--- config.mk ---
export PLATFORM = sky130hd
export DESIGN_NAME = lsmh_mailbox
export DESIGN_NICKNAME = d
export VERILOG_FILES = /design/src/lsmh_pkg.sv /design/src/lsmh_mailbox.sv
export SDC_FILE = /design/constraint.sdc
export NUM_CORES = 2
export LEC_CHECK = 0
export BUFFER_PORTS_ARGS = -buffer_cell sky130_fd_sc_hd__buf_2
export CORE_MARGIN = 2
export CORE_UTILIZATION = 33
export DETAILED_ROUTE_END_ITERATION = 10
export PLACE_DENSITY = 0.57
export SKIP_CTS_REPAIR_TIMING = 1
export SLEW_MARGIN = 20
export SYNTH_ARGS = -nofsm -noshare
export SYNTH_HDL_FRONTEND = slang
export SYNTH_SLANG_ARGS = --single-unit
--- constraint.sdc ---
create_clock -name pclk -period 2.9 [get_ports pclk]
set_input_delay 0.58 -clock pclk [delete_from_list [all_inputs] [get_ports pclk]]
set_output_delay 0.58 -clock pclk [all_outputs]
set_load 0.01 [all_outputs]
--- src/lsmh_pkg.sv ---
package lsmh_pkg;
    // register byte offsets on the apb bus
    localparam logic [7:0] OFF_CTRL  = 8'h00;
    localparam logic [7:0] OFF_RXC   = 8'h04;
    localparam logic [7:0] OFF_TXC   = 8'h08;
    localparam logic [7:0] OFF_SFHDR = 8'h0C;
    localparam logic [7:0] OFF_EFHDR = 8'h10;
    localparam logic [7:0] OFF_START = 8'h14;
    localparam logic [7:0] OFF_SFDAT = 8'h40;
    localparam logic [7:0] OFF_EFDAT = 8'h80;
    localparam logic [7:0] DAT_MASK  = 8'hC0;
    // mailbox geometry and partner codes
    localparam logic [6:0] MBOX_BYTES = 7'h40;
    localparam logic [4:0] NODE_MASTER = 5'h00;
    localparam logic [4:0] NODE_MAX    = 5'h1E;
    localparam logic [4:0] NODE_BCAST  = 5'h1F;
    localparam int         PERMIT_BIT  = 0;
    // control register field positions
    localparam int CTRL_RXC_WORD  = 8;
    localparam int CTRL_TXC_WORD  = 9;
    localparam int CTRL_TXB_FLAGW = 10;
    localparam int CTRL_RXB_FLAGW = 11;
    localparam int HDR_PART_LSB  = 8;
    // reset values
    localparam logic [4:0]  RST_NODE  = 5'h01;
    localparam logic [3:0]  RST_OPTS  = 4'h0;
    localparam logic [7:0]  RST_CB    = 8'h00;
    localparam logic [15:0] RST_START = 16'h0000;
    // one-hot state codes
    typedef enum logic [1:0] {
        LSMH_TX_IDLE = 2'b01,
        LSMH_TX_SEND = 2'b10
    } lsmh_tx_t;
    typedef enum logic [1:0] {
        LSMH_RX_IDLE = 2'b01,
        LSMH_RX_FILL = 2'b10
    } lsmh_rx_t;
endpackage

--- src/lsmh_mailbox.sv ---
// The placing of the registers and register access over APB are this design's own decisions.
`timescale 1ns/100ps
module lsmh_mailbox (
    input  wire logic        pclk,
    input  wire logic        presetn,
    input  wire logic        psel,
    input  wire logic        penable,
    input  wire logic        pwrite,
    input  wire logic [7:0]  paddr,
    input  wire logic [31:0] pwdata,
    input  wire logic [3:0]  pstrb,
    output logic      [31:0] prdata,
    output logic             pready,
    output logic             pslverr,
    output logic             tx_valid,
    input  wire logic        tx_ready,
    output logic             tx_first,
    output logic             tx_last,
    output logic      [7:0]  tx_data,
    output logic      [4:0]  tx_src,
    output logic      [4:0]  tx_dest,
    output logic      [6:0]  tx_len,
    input  wire logic        rx_valid,
    input  wire logic        rx_first,
    input  wire logic        rx_last,
    input  wire logic [7:0]  rx_data,
    input  wire logic [4:0]  rx_src,
    input  wire logic [4:0]  rx_dest,
    output logic             receive_permit,
    output logic             transmit_permit
);
    logic [7:0]  outgoing_mailbox [64];
    logic [7:0]  incoming_mailbox [64];
    logic [4:0]  node, next_node;
    logic [3:0]  opts, next_opts;
    logic [7:0]  receive_coord_byte, next_receive_coord_byte;
    logic [7:0]  send_coord_byte, next_send_coord_byte;
    logic [6:0]  out_len, next_out_len;
    logic [4:0]  out_dest, next_out_dest;
    logic [6:0]  in_len, next_in_len;
    logic [4:0]  in_src, next_in_src;
    logic [15:0] out_start, next_out_start;
    logic [15:0] in_start, next_in_start;
    logic [31:0] next_prdata, rd_val;
    logic        next_pready, next_pslverr, mapped;
    logic        next_tx_valid, next_tx_first, next_tx_last;
    logic [7:0]  next_tx_data;
    logic [4:0]  next_tx_dest;
    logic [6:0]  next_tx_len, tx_idx, next_tx_idx, out_eff;
    lsmh_pkg::lsmh_tx_t tx_state, next_tx_state;
    lsmh_pkg::lsmh_rx_t rx_state, next_rx_state;
    logic [6:0]  rx_cnt, next_rx_cnt;
    logic        rx_we, rx_take, out_we;
    logic [5:0]  rx_waddr;
    logic [5:0]  word;
    logic        wr;

    // merge write data into an old word under the byte strobes
    function automatic logic [31:0] merge(input logic [31:0] old,
                                          input logic [31:0] d,
                                          input logic [3:0]  s);
        logic [31:0] r;
        r = old;
        for (int i = 0; i < 4; i++) begin
            if (s[i]) begin
                r[i*8 +: 8] = d[i*8 +: 8];
            end
        end
        return r;
    endfunction

    // coordination byte sits low (flag byte) or in bits 15:8 (data word)
    function automatic logic [31:0] cb_word(input logic [7:0] cb,
                                            input logic       in_word);
        return in_word ? {16'h0000, cb, 8'h00} : {24'h000000, cb};
    endfunction

    assign word = paddr[7:2];
    assign wr   = psel & penable & pready & pwrite;
    assign receive_permit  = receive_coord_byte[lsmh_pkg::PERMIT_BIT];
    assign transmit_permit = send_coord_byte[lsmh_pkg::PERMIT_BIT];
    assign tx_src = node;
    // an out-of-range length is clamped so the walk stays inside 64 bytes
    assign out_eff = (out_len > lsmh_pkg::MBOX_BYTES) ?
                     lsmh_pkg::MBOX_BYTES : out_len;
    // a packet is taken only when addressed to us or broadcast
    assign rx_take = rx_valid & rx_first & receive_permit
                   & ((rx_dest == node) | (rx_dest == lsmh_pkg::NODE_BCAST))
                   & (rx_src != node);

    // read mux; receive mailbox hidden while the device owns it
    always_comb begin
        mapped = 1'b1;
        rd_val = 32'h00000000;
        case (paddr & ~8'h03)
            lsmh_pkg::OFF_CTRL:  rd_val = {20'h00000, opts, 3'h0, node};
            lsmh_pkg::OFF_RXC:
                rd_val = cb_word(receive_coord_byte,
                                 opts[lsmh_pkg::CTRL_RXC_WORD - 8]);
            lsmh_pkg::OFF_TXC:
                rd_val = cb_word(send_coord_byte,
                                 opts[lsmh_pkg::CTRL_TXC_WORD - 8]);
            lsmh_pkg::OFF_SFHDR: rd_val = {19'h00000, out_dest, 1'b0, out_len};
            lsmh_pkg::OFF_EFHDR: rd_val = {19'h00000, in_src, 1'b0, in_len};
            lsmh_pkg::OFF_START: rd_val = {in_start, out_start};
            default: begin
                if ((paddr & lsmh_pkg::DAT_MASK) == lsmh_pkg::OFF_SFDAT) begin
                    rd_val = {outgoing_mailbox[{word[3:0], 2'd3}],
                              outgoing_mailbox[{word[3:0], 2'd2}],
                              outgoing_mailbox[{word[3:0], 2'd1}],
                              outgoing_mailbox[{word[3:0], 2'd0}]};
                end else if ((paddr & lsmh_pkg::DAT_MASK)
                             == lsmh_pkg::OFF_EFDAT) begin
                    if (!receive_permit) begin
                        rd_val = {incoming_mailbox[{word[3:0], 2'd3}],
                                  incoming_mailbox[{word[3:0], 2'd2}],
                                  incoming_mailbox[{word[3:0], 2'd1}],
                                  incoming_mailbox[{word[3:0], 2'd0}]};
                    end
                end else begin
                    mapped = 1'b0;
                end
            end
        endcase
    end

    // apb answers one cycle after setup; registers, permits, both engines
    always_comb begin
        next_pready  = psel & ~penable;
        next_pslverr = psel & ~penable & ~mapped;
        next_prdata  = (psel & ~penable) ? (pwrite ? 32'h0 : rd_val) : prdata;
        next_node = node;
        next_opts = opts;
        next_receive_coord_byte = receive_coord_byte;
        next_send_coord_byte    = send_coord_byte;
        next_out_len   = out_len;
        next_out_dest  = out_dest;
        next_in_len    = in_len;
        next_in_src    = in_src;
        next_out_start = out_start;
        next_in_start  = in_start;
        next_tx_state = tx_state;
        next_tx_valid = tx_valid;
        next_tx_first = tx_first;
        next_tx_last  = tx_last;
        next_tx_data  = tx_data;
        next_tx_dest  = tx_dest;
        next_tx_len   = tx_len;
        next_tx_idx   = tx_idx;
        next_rx_state = rx_state;
        next_rx_cnt   = rx_cnt;
        rx_we    = 1'b0;
        rx_waddr = rx_cnt[5:0];
        out_we   = 1'b0;

        // transmit engine walks the send mailbox byte by byte
        case (tx_state)
            lsmh_pkg::LSMH_TX_IDLE: begin
                if (transmit_permit) begin
                    if (out_eff == 7'h00) begin
                        next_send_coord_byte[lsmh_pkg::PERMIT_BIT] = 1'b0;
                    end else begin
                        next_tx_state = lsmh_pkg::LSMH_TX_SEND;
                        next_tx_valid = 1'b1;
                        next_tx_first = 1'b1;
                        next_tx_last  = (out_eff == 7'h01);
                        next_tx_data  = outgoing_mailbox[0];
                        next_tx_dest  = out_dest;
                        next_tx_len   = out_eff;
                        next_tx_idx   = 7'h00;
                    end
                end
            end
            lsmh_pkg::LSMH_TX_SEND: begin
                if (tx_ready) begin
                    if (tx_last) begin
                        next_tx_state = lsmh_pkg::LSMH_TX_IDLE;
                        next_tx_valid = 1'b0;
                        next_tx_last  = 1'b0;
                        next_send_coord_byte[lsmh_pkg::PERMIT_BIT] = 1'b0;
                    end else begin
                        next_tx_idx   = tx_idx + 7'h01;
                        next_tx_first = 1'b0;
                        next_tx_last  = (tx_idx + 7'h02 == tx_len);
                        next_tx_data  = outgoing_mailbox[next_tx_idx[5:0]];
                    end
                end
            end
            default: next_tx_state = lsmh_pkg::LSMH_TX_IDLE;
        endcase

        // receive engine; bytes past the end are dropped silently
        case (rx_state)
            lsmh_pkg::LSMH_RX_IDLE: begin
                if (rx_take) begin
                    rx_we       = 1'b1;
                    rx_waddr    = 6'h00;
                    next_rx_cnt = 7'h01;
                    next_in_src = rx_src;
                    if (rx_last) begin
                        next_in_len = 7'h01;
                        next_receive_coord_byte[lsmh_pkg::PERMIT_BIT] = 1'b0;
                    end else begin
                        next_rx_state = lsmh_pkg::LSMH_RX_FILL;
                    end
                end
            end
            lsmh_pkg::LSMH_RX_FILL: begin
                if (rx_valid) begin
                    if (rx_cnt < lsmh_pkg::MBOX_BYTES) begin
                        rx_we       = 1'b1;
                        next_rx_cnt = rx_cnt + 7'h01;
                    end
                    if (rx_last) begin
                        next_in_len   = next_rx_cnt;
                        next_rx_state = lsmh_pkg::LSMH_RX_IDLE;
                        next_receive_coord_byte[lsmh_pkg::PERMIT_BIT] = 1'b0;
                    end
                end
            end
            default: next_rx_state = lsmh_pkg::LSMH_RX_IDLE;
        endcase

        // software writes land after the engines: a permit write wins
        if (wr && mapped) begin
            case (paddr & ~8'h03)
                lsmh_pkg::OFF_CTRL: begin
                    if (pstrb[0] && pwdata[4:0] != lsmh_pkg::NODE_MASTER
                        && pwdata[4:0] <= lsmh_pkg::NODE_MAX) begin
                        next_node = pwdata[4:0];
                    end
                    if (pstrb[1]) begin
                        next_opts = pwdata[11:8];
                    end
                end
                lsmh_pkg::OFF_RXC: begin
                    if (opts[lsmh_pkg::CTRL_RXC_WORD - 8] ? pstrb[1]
                                                          : pstrb[0]) begin
                        next_receive_coord_byte =
                            opts[lsmh_pkg::CTRL_RXC_WORD - 8] ?
                            pwdata[15:8] : pwdata[7:0];
                    end
                end
                lsmh_pkg::OFF_TXC: begin
                    if (opts[lsmh_pkg::CTRL_TXC_WORD - 8] ? pstrb[1]
                                                          : pstrb[0]) begin
                        next_send_coord_byte =
                            opts[lsmh_pkg::CTRL_TXC_WORD - 8] ?
                            pwdata[15:8] : pwdata[7:0];
                    end
                end
                lsmh_pkg::OFF_SFHDR: begin
                    if (!transmit_permit) begin
                        if (pstrb[0]) begin
                            next_out_len = pwdata[6:0];
                        end
                        if (pstrb[1]) begin
                            next_out_dest = pwdata[12:8];
                        end
                    end
                end
                lsmh_pkg::OFF_START: begin
                    {next_in_start, next_out_start} =
                        merge({in_start, out_start}, pwdata, pstrb);
                end
                default: begin
                    out_we = ((paddr & lsmh_pkg::DAT_MASK)
                              == lsmh_pkg::OFF_SFDAT) & ~transmit_permit;
                end
            endcase
        end
    end

    // mailbox storage: send side from apb, receive side from the link
    always_ff @(posedge pclk) begin
        if (out_we) begin
            for (int i = 0; i < 4; i++) begin
                if (pstrb[i]) begin
                    outgoing_mailbox[{word[3:0], 2'(i)}] <= pwdata[i*8 +: 8];
                end
            end
        end
        if (rx_we) begin
            incoming_mailbox[rx_waddr] <= rx_data;
        end
    end

    // state registers
    always_ff @(posedge pclk or negedge presetn) begin
        if (!presetn) begin
            prdata  <= 32'h00000000;
            pready  <= 1'b0;
            pslverr <= 1'b0;
            node    <= lsmh_pkg::RST_NODE;
            opts    <= lsmh_pkg::RST_OPTS;
            receive_coord_byte <= lsmh_pkg::RST_CB;
            send_coord_byte    <= lsmh_pkg::RST_CB;
            out_len   <= 7'h00;
            out_dest  <= lsmh_pkg::NODE_MASTER;
            in_len    <= 7'h00;
            in_src    <= lsmh_pkg::NODE_MASTER;
            out_start <= lsmh_pkg::RST_START;
            in_start  <= lsmh_pkg::RST_START;
            tx_state <= lsmh_pkg::LSMH_TX_IDLE;
            tx_valid <= 1'b0;
            tx_first <= 1'b0;
            tx_last  <= 1'b0;
            tx_data  <= 8'h00;
            tx_dest  <= lsmh_pkg::NODE_MASTER;
            tx_len   <= 7'h00;
            tx_idx   <= 7'h00;
            rx_state <= lsmh_pkg::LSMH_RX_IDLE;
            rx_cnt   <= 7'h00;
        end else begin
            prdata  <= next_prdata;
            pready  <= next_pready;
            pslverr <= next_pslverr;
            node    <= next_node;
            opts    <= next_opts;
            receive_coord_byte <= next_receive_coord_byte;
            send_coord_byte    <= next_send_coord_byte;
            out_len   <= next_out_len;
            out_dest  <= next_out_dest;
            in_len    <= next_in_len;
            in_src    <= next_in_src;
            out_start <= next_out_start;
            in_start  <= next_in_start;
            tx_state <= next_tx_state;
            tx_valid <= next_tx_valid;
            tx_first <= next_tx_first;
            tx_last  <= next_tx_last;
            tx_data  <= next_tx_data;
            tx_dest  <= next_tx_dest;
            tx_len   <= next_tx_len;
            tx_idx   <= next_tx_idx;
            rx_state <= next_rx_state;
            rx_cnt   <= next_rx_cnt;
        end
    end
endmodule

==> flow_results.xml <==
<?xml version="1.0" encoding="UTF-8"?>
<metrics>
  <group name="status">
    <metric name="run_status" unit="">complete, no violations</metric>
  </group>
  <group name="power">
    <metric name="comb_power_share" unit="">0.142</metric>
    <metric name="vdd_ir_drop_max" unit="uV">557</metric>
    <metric name="p_leak" unit="uW">0.0214</metric>
    <metric name="post-layout-total-power" unit="uW">40100</metric>
    <metric name="p_clk_frac" unit="">0.392</metric>
    <metric name="power-per-cell-area" unit="mW/mm^2">643</metric>
    <metric name="net_switching_fraction_of_the_power" unit="">0.257</metric>
    <metric name="pwr-share-seq" unit="">0.466</metric>
    <metric name="p_switching" unit="uW">10300</metric>
    <metric name="cellInternalPower" unit="uW">29800</metric>
  </group>
  <group name="worst_setup_path">
    <metric name="critical_path.most_common_cell" unit="">buf_12</metric>
    <metric name="crit_slowest_cell" unit="">mux4_2</metric>
    <metric name="critPathTopFamily" unit="">compound AO/OA/AOI/OAI gates</metric>
    <metric name="critPathRequiredTime" unit="ns">3.53</metric>
    <metric name="worstSetupPathType" unit="">reg2reg</metric>
    <metric name="worstSetupStartpointType" unit="">flip-flop</metric>
    <metric name="worstPathCellList" unit="">buf_12 &gt; buf_12 &gt; mux4_2 &gt; mux2_2 &gt; a211o_1 &gt; a31oi_1 &gt; a41oi_1 &gt; a32o_1</metric>
    <metric name="critPathBufInv" unit="">2</metric>
    <metric name="timing.critical_path.fanout_max" unit="">43</metric>
    <metric name="endpoint_kind" unit="">flip-flop</metric>
    <metric name="timing.critical_path.slowest_cell_delay" unit="ns">0.54</metric>
    <metric name="worst_ep_arrival_time" unit="ns">3.47</metric>
    <metric name="regToRegSetupSlack" unit="ns">0.06</metric>
  </group>
  <group name="synth">
    <metric name="synth_cells" unit="">2858</metric>
    <metric name="synth_enable_flop_cells" unit="">1024</metric>
    <metric name="yosysWarningCount" unit="">0</metric>
    <metric name="synthesis.area_per_instance" unit="um^2">18.1</metric>
    <metric name="most_used_flip_flop_cell_after_synthesis" unit="">edfxtp_1</metric>
    <metric name="postSynthNetCount" unit="">2939</metric>
    <metric name="synth_seq_area_share" unit="">0.670</metric>
    <metric name="synthTopCellsByArea" unit="">edfxtp_1 59%, mux4_2 18%, dfrtp_1 7.4%, mux2i_1 1.9%, mux2_2 1.5%</metric>
    <metric name="synth_area" unit="mm^2">0.0518</metric>
    <metric name="ys_async_sr_fraction" unit="">0.132</metric>
    <metric name="postSynthRegisterBits" unit="">1180</metric>
    <metric name="synth.largest_area_cell" unit="">edfxtp_1</metric>
    <metric name="yosys.area.top_type_share" unit="">0.594</metric>
    <metric name="post_synth_num_cell_types" unit="">74</metric>
  </group>
  <group name="final_layout">
    <metric name="drive_gt1_frac" unit="">0.376</metric>
    <metric name="area_growth" unit="%">20.6</metric>
    <metric name="nets" unit="">3408</metric>
    <metric name="final_core_util" unit="">0.400</metric>
  </group>
  <group name="sta">
    <metric name="rsz0062_at_grt" unit="">yes</metric>
    <metric name="setup-violations-final" unit="">0</metric>
    <metric name="clock.fmax" unit="MHz">352</metric>
    <metric name="setup_ws" unit="ns">0.0605</metric>
    <metric name="finalMaxSlewViolations" unit="">0</metric>
    <metric name="timing.hold.ws" unit="ns">0.0480</metric>
    <metric name="timing.slew.headroom" unit="">0.231</metric>
    <metric name="worst_slew_pin_slew" unit="ns">1.15</metric>
    <metric name="shortest_period_the_worst_path_allows" unit="ns">2.84</metric>
    <metric name="clock-skew-final" unit="ns">0.0385</metric>
    <metric name="final-hold-violation-count" unit="">0</metric>
    <metric name="fin_crit_sh" unit="">0.979</metric>
  </group>
  <group name="job">
    <metric name="drv_cap" unit="">0</metric>
  </group>
  <group name="die">
    <metric name="rows" unit="">145</metric>
    <metric name="fp.dieArea" unit="mm^2">0.160</metric>
    <metric name="placeable_core_region" unit="mm^2">0.156</metric>
    <metric name="die_x" unit="um">400</metric>
    <metric name="initial_utilization" unit="">0.332</metric>
    <metric name="io_pins" unit="">135</metric>
    <metric name="y_dimension_of_the_die" unit="um">400</metric>
  </group>
  <group name="drt">
    <metric name="dr.pass1.iters" unit="">8</metric>
    <metric name="vias" unit="">31100</metric>
    <metric name="drt_antenna_net_count" unit="">0</metric>
    <metric name="totalWireLength" unit="mm">169</metric>
    <metric name="drt_iter0_markers" unit="">3763</metric>
    <metric name="detail_routed_net_length_per_standard_cell" unit="um">30.8</metric>
    <metric name="drc" unit="">0</metric>
    <metric name="drt-vias-per-instance" unit="">5.66</metric>
  </group>
  <group name="global_route">
    <metric name="grt_overflow" unit="">0</metric>
    <metric name="grtUsageTotal" unit="">0.210</metric>
    <metric name="pin_count_of_the_biggest_net_entering_global_routing" unit="">65</metric>
    <metric name="wire_length_of_the_first_global_routing_pass" unit="mm">237</metric>
    <metric name="grt_pass1_vias" unit="">31100</metric>
    <metric name="antenna_found_initial" unit="">9</metric>
  </group>
  <group name="clocking">
    <metric name="cts.reportedPaths.clkPinSlew" unit="ns">0.07</metric>
    <metric name="worstSkewPairLatency" unit="ns">0.76</metric>
    <metric name="cts_buffer_depth" unit="">3</metric>
    <metric name="clockRootBuffer" unit="">clkbuf_16</metric>
    <metric name="clk_sinks" unit="">1180</metric>
    <metric name="cts_made_buffers" unit="">118</metric>
    <metric name="cts_h_tree_depth" unit="">3</metric>
    <metric name="tritoncts" unit="">yes</metric>
  </group>
  <group name="place">
    <metric name="count_of_input_and_output_buffers" unit="">132</metric>
    <metric name="dp_slack" unit="ns">-0.334</metric>
    <metric name="gp_congestion" unit="">0.958</metric>
    <metric name="detailed_place_hpwl" unit="mm">123</metric>
  </group>
  <group name="hold_path">
    <metric name="hold_path_class" unit="">in2reg</metric>
  </group>
</metrics>
stage by stage:
step,std cells,cell area [um^2],setup TNS [ns]
2_1_floorplan,2858,51800,-22.55
3_3_place_gp,5259,58300,-35.65
3_5_place_dp,5260,58300,-30.51
4_1_cts,5485,62300,-1.21
5_1_grt,5490,62400,-0.0376
6_report,5491,62400,0
registers in the layout (all words and copies together) (netlist names), 2 cells and up:
| signal | cells |
|---|---|
| in_src | 5 |
| out_dest | 5 |
| tx_dest | 5 |
| in_start | 16 |
| tx_src | 5 |
| rx_state | 2 |
| out_len | 7 |
| outgoing_mailbox | 512 |
| out_start | 16 |
| in_len | 7 |
| tx_data | 8 |
| prdata | 32 |
| rx_cnt | 7 |
| tx_state | 2 |
| tx_len | 7 |
| send_coord_byte | 8 |
| tx_idx | 7 |
| incoming_mailbox | 512 |
| opts | 4 |
| receive_coord_byte | 8 |
power by group through the flow:
stage               logic, uW  registers (uW)  clock network [uW]
floorplan                3060           19000                   0
global placement         5560           19000                   0
detailed placement       5580           19000                   0
CTS                      5590           18700               16000
global route             5940           18700               16600
finish                   5710           18700               15700
layout by cell type (no fill, tap or decap), types with 20 or more instances in the layout:
cell type / count
edfxtp_1: 1024
mux4_2: 410
buf_4: 355
nand2_1: 201
dfrtp_1: 151
buf_2: 127
clkbuf_16: 118
nor2_1: 102
mux2i_1: 96
buf_12: 70
mux2_2: 67
a21oi_1: 66
nand3_1: 37
o31ai_1: 37
o22ai_1: 32
a211oi_1: 30
nor4_1: 27
nor4_2: 26
clkinv_2: 26
clkinv_1: 25
o21ai_0: 23
and3_1: 22
a31oi_1: 20
routing by layer:
metal	GRT usage	share of wire
met4	0.0835	0.043
met3	0.0408	0.085
met5	0	0.00017
met2	0.335	0.47
met1	0.283	0.40
cell type report:
cell class	count	area, um^2
Antenna cell	1	2.50
Clock buffer	139	3090
Clock inverter	86	878
Fill cell	14100	93600
Inverter	18	67.6
Multi-Input combinational cell	1448	16300
Sequential cell	1180	34700
Tap cell	2058	2570
Timing Repair Buffer	561	4830
tightest hold or removal path, stage by stage:
cell	delay (ns)
buf_2	0.10
nand2_1	0.05
nand2_1	0.05
cell families (layout without fill, tap and decap cells):
| family | count (synthesis) | after routing | share of synthesized area |
|---|---|---|---|
| other cells | 0 | 1 | 0 |
| buf+inv | 231 | 804 | 0.0217 |
| mux | 582 | 582 | 0.213 |
| fa+ha+maj | 10 | 10 | 0.00242 |
| flops | 1180 | 1180 | 0.670 |
| xor+xnor | 28 | 29 | 0.00488 |
| compound gates | 293 | 293 | 0.0391 |
| simple gates | 534 | 534 | 0.0489 |
Yosys cell counts, types with 4 or more instances:
cell type,number
xor2_1,10
nor2_1,113
buf_4,28
inv_1,17
buf_2,61
buf_1,16
a41oi_1,4
o22ai_1,32
and2_1,7
a31oi_1,20
xnor2_1,17
or4_1,6
nand2b_1,15
clkbuf_1,98
mux2_2,67
dfrtp_1,153
buf_6,10
o21ai_0,23
nor3_1,21
a211oi_1,30
nand3_1,37
ha_1,10
a21oi_1,66
a2111oi_0,5
a221oi_1,11
o31ai_1,37
a32oi_1,12
nand4_1,16
nor2b_1,17
mux2i_1,96
a22oi_1,9
mux4_2,410
mux2_1,9
a222oi_1,11
edfxtp_1,1024
nand2_1,201
nor4_1,53
and3_1,22
worst paths after layout:
| kind | from | endpoint | cells after the start |
|---|---|---|---|
| worst max-delay path | tx_idx[0] | tx_data[5] | 8 |
| min in group asynchronous | presetn | rx_state[1] | 2 |
| worst min register to register | tx_data[1] | tx_data[1] | 2 |
| max in group asynchronous | presetn | tx_state[0] | 3 |
| worst min-delay path | rx_src[1] | in_src[1] | 3 |
| worst max register to register | tx_idx[0] | tx_data[5] | 8 |
Power figures use the tool's default switching activity.
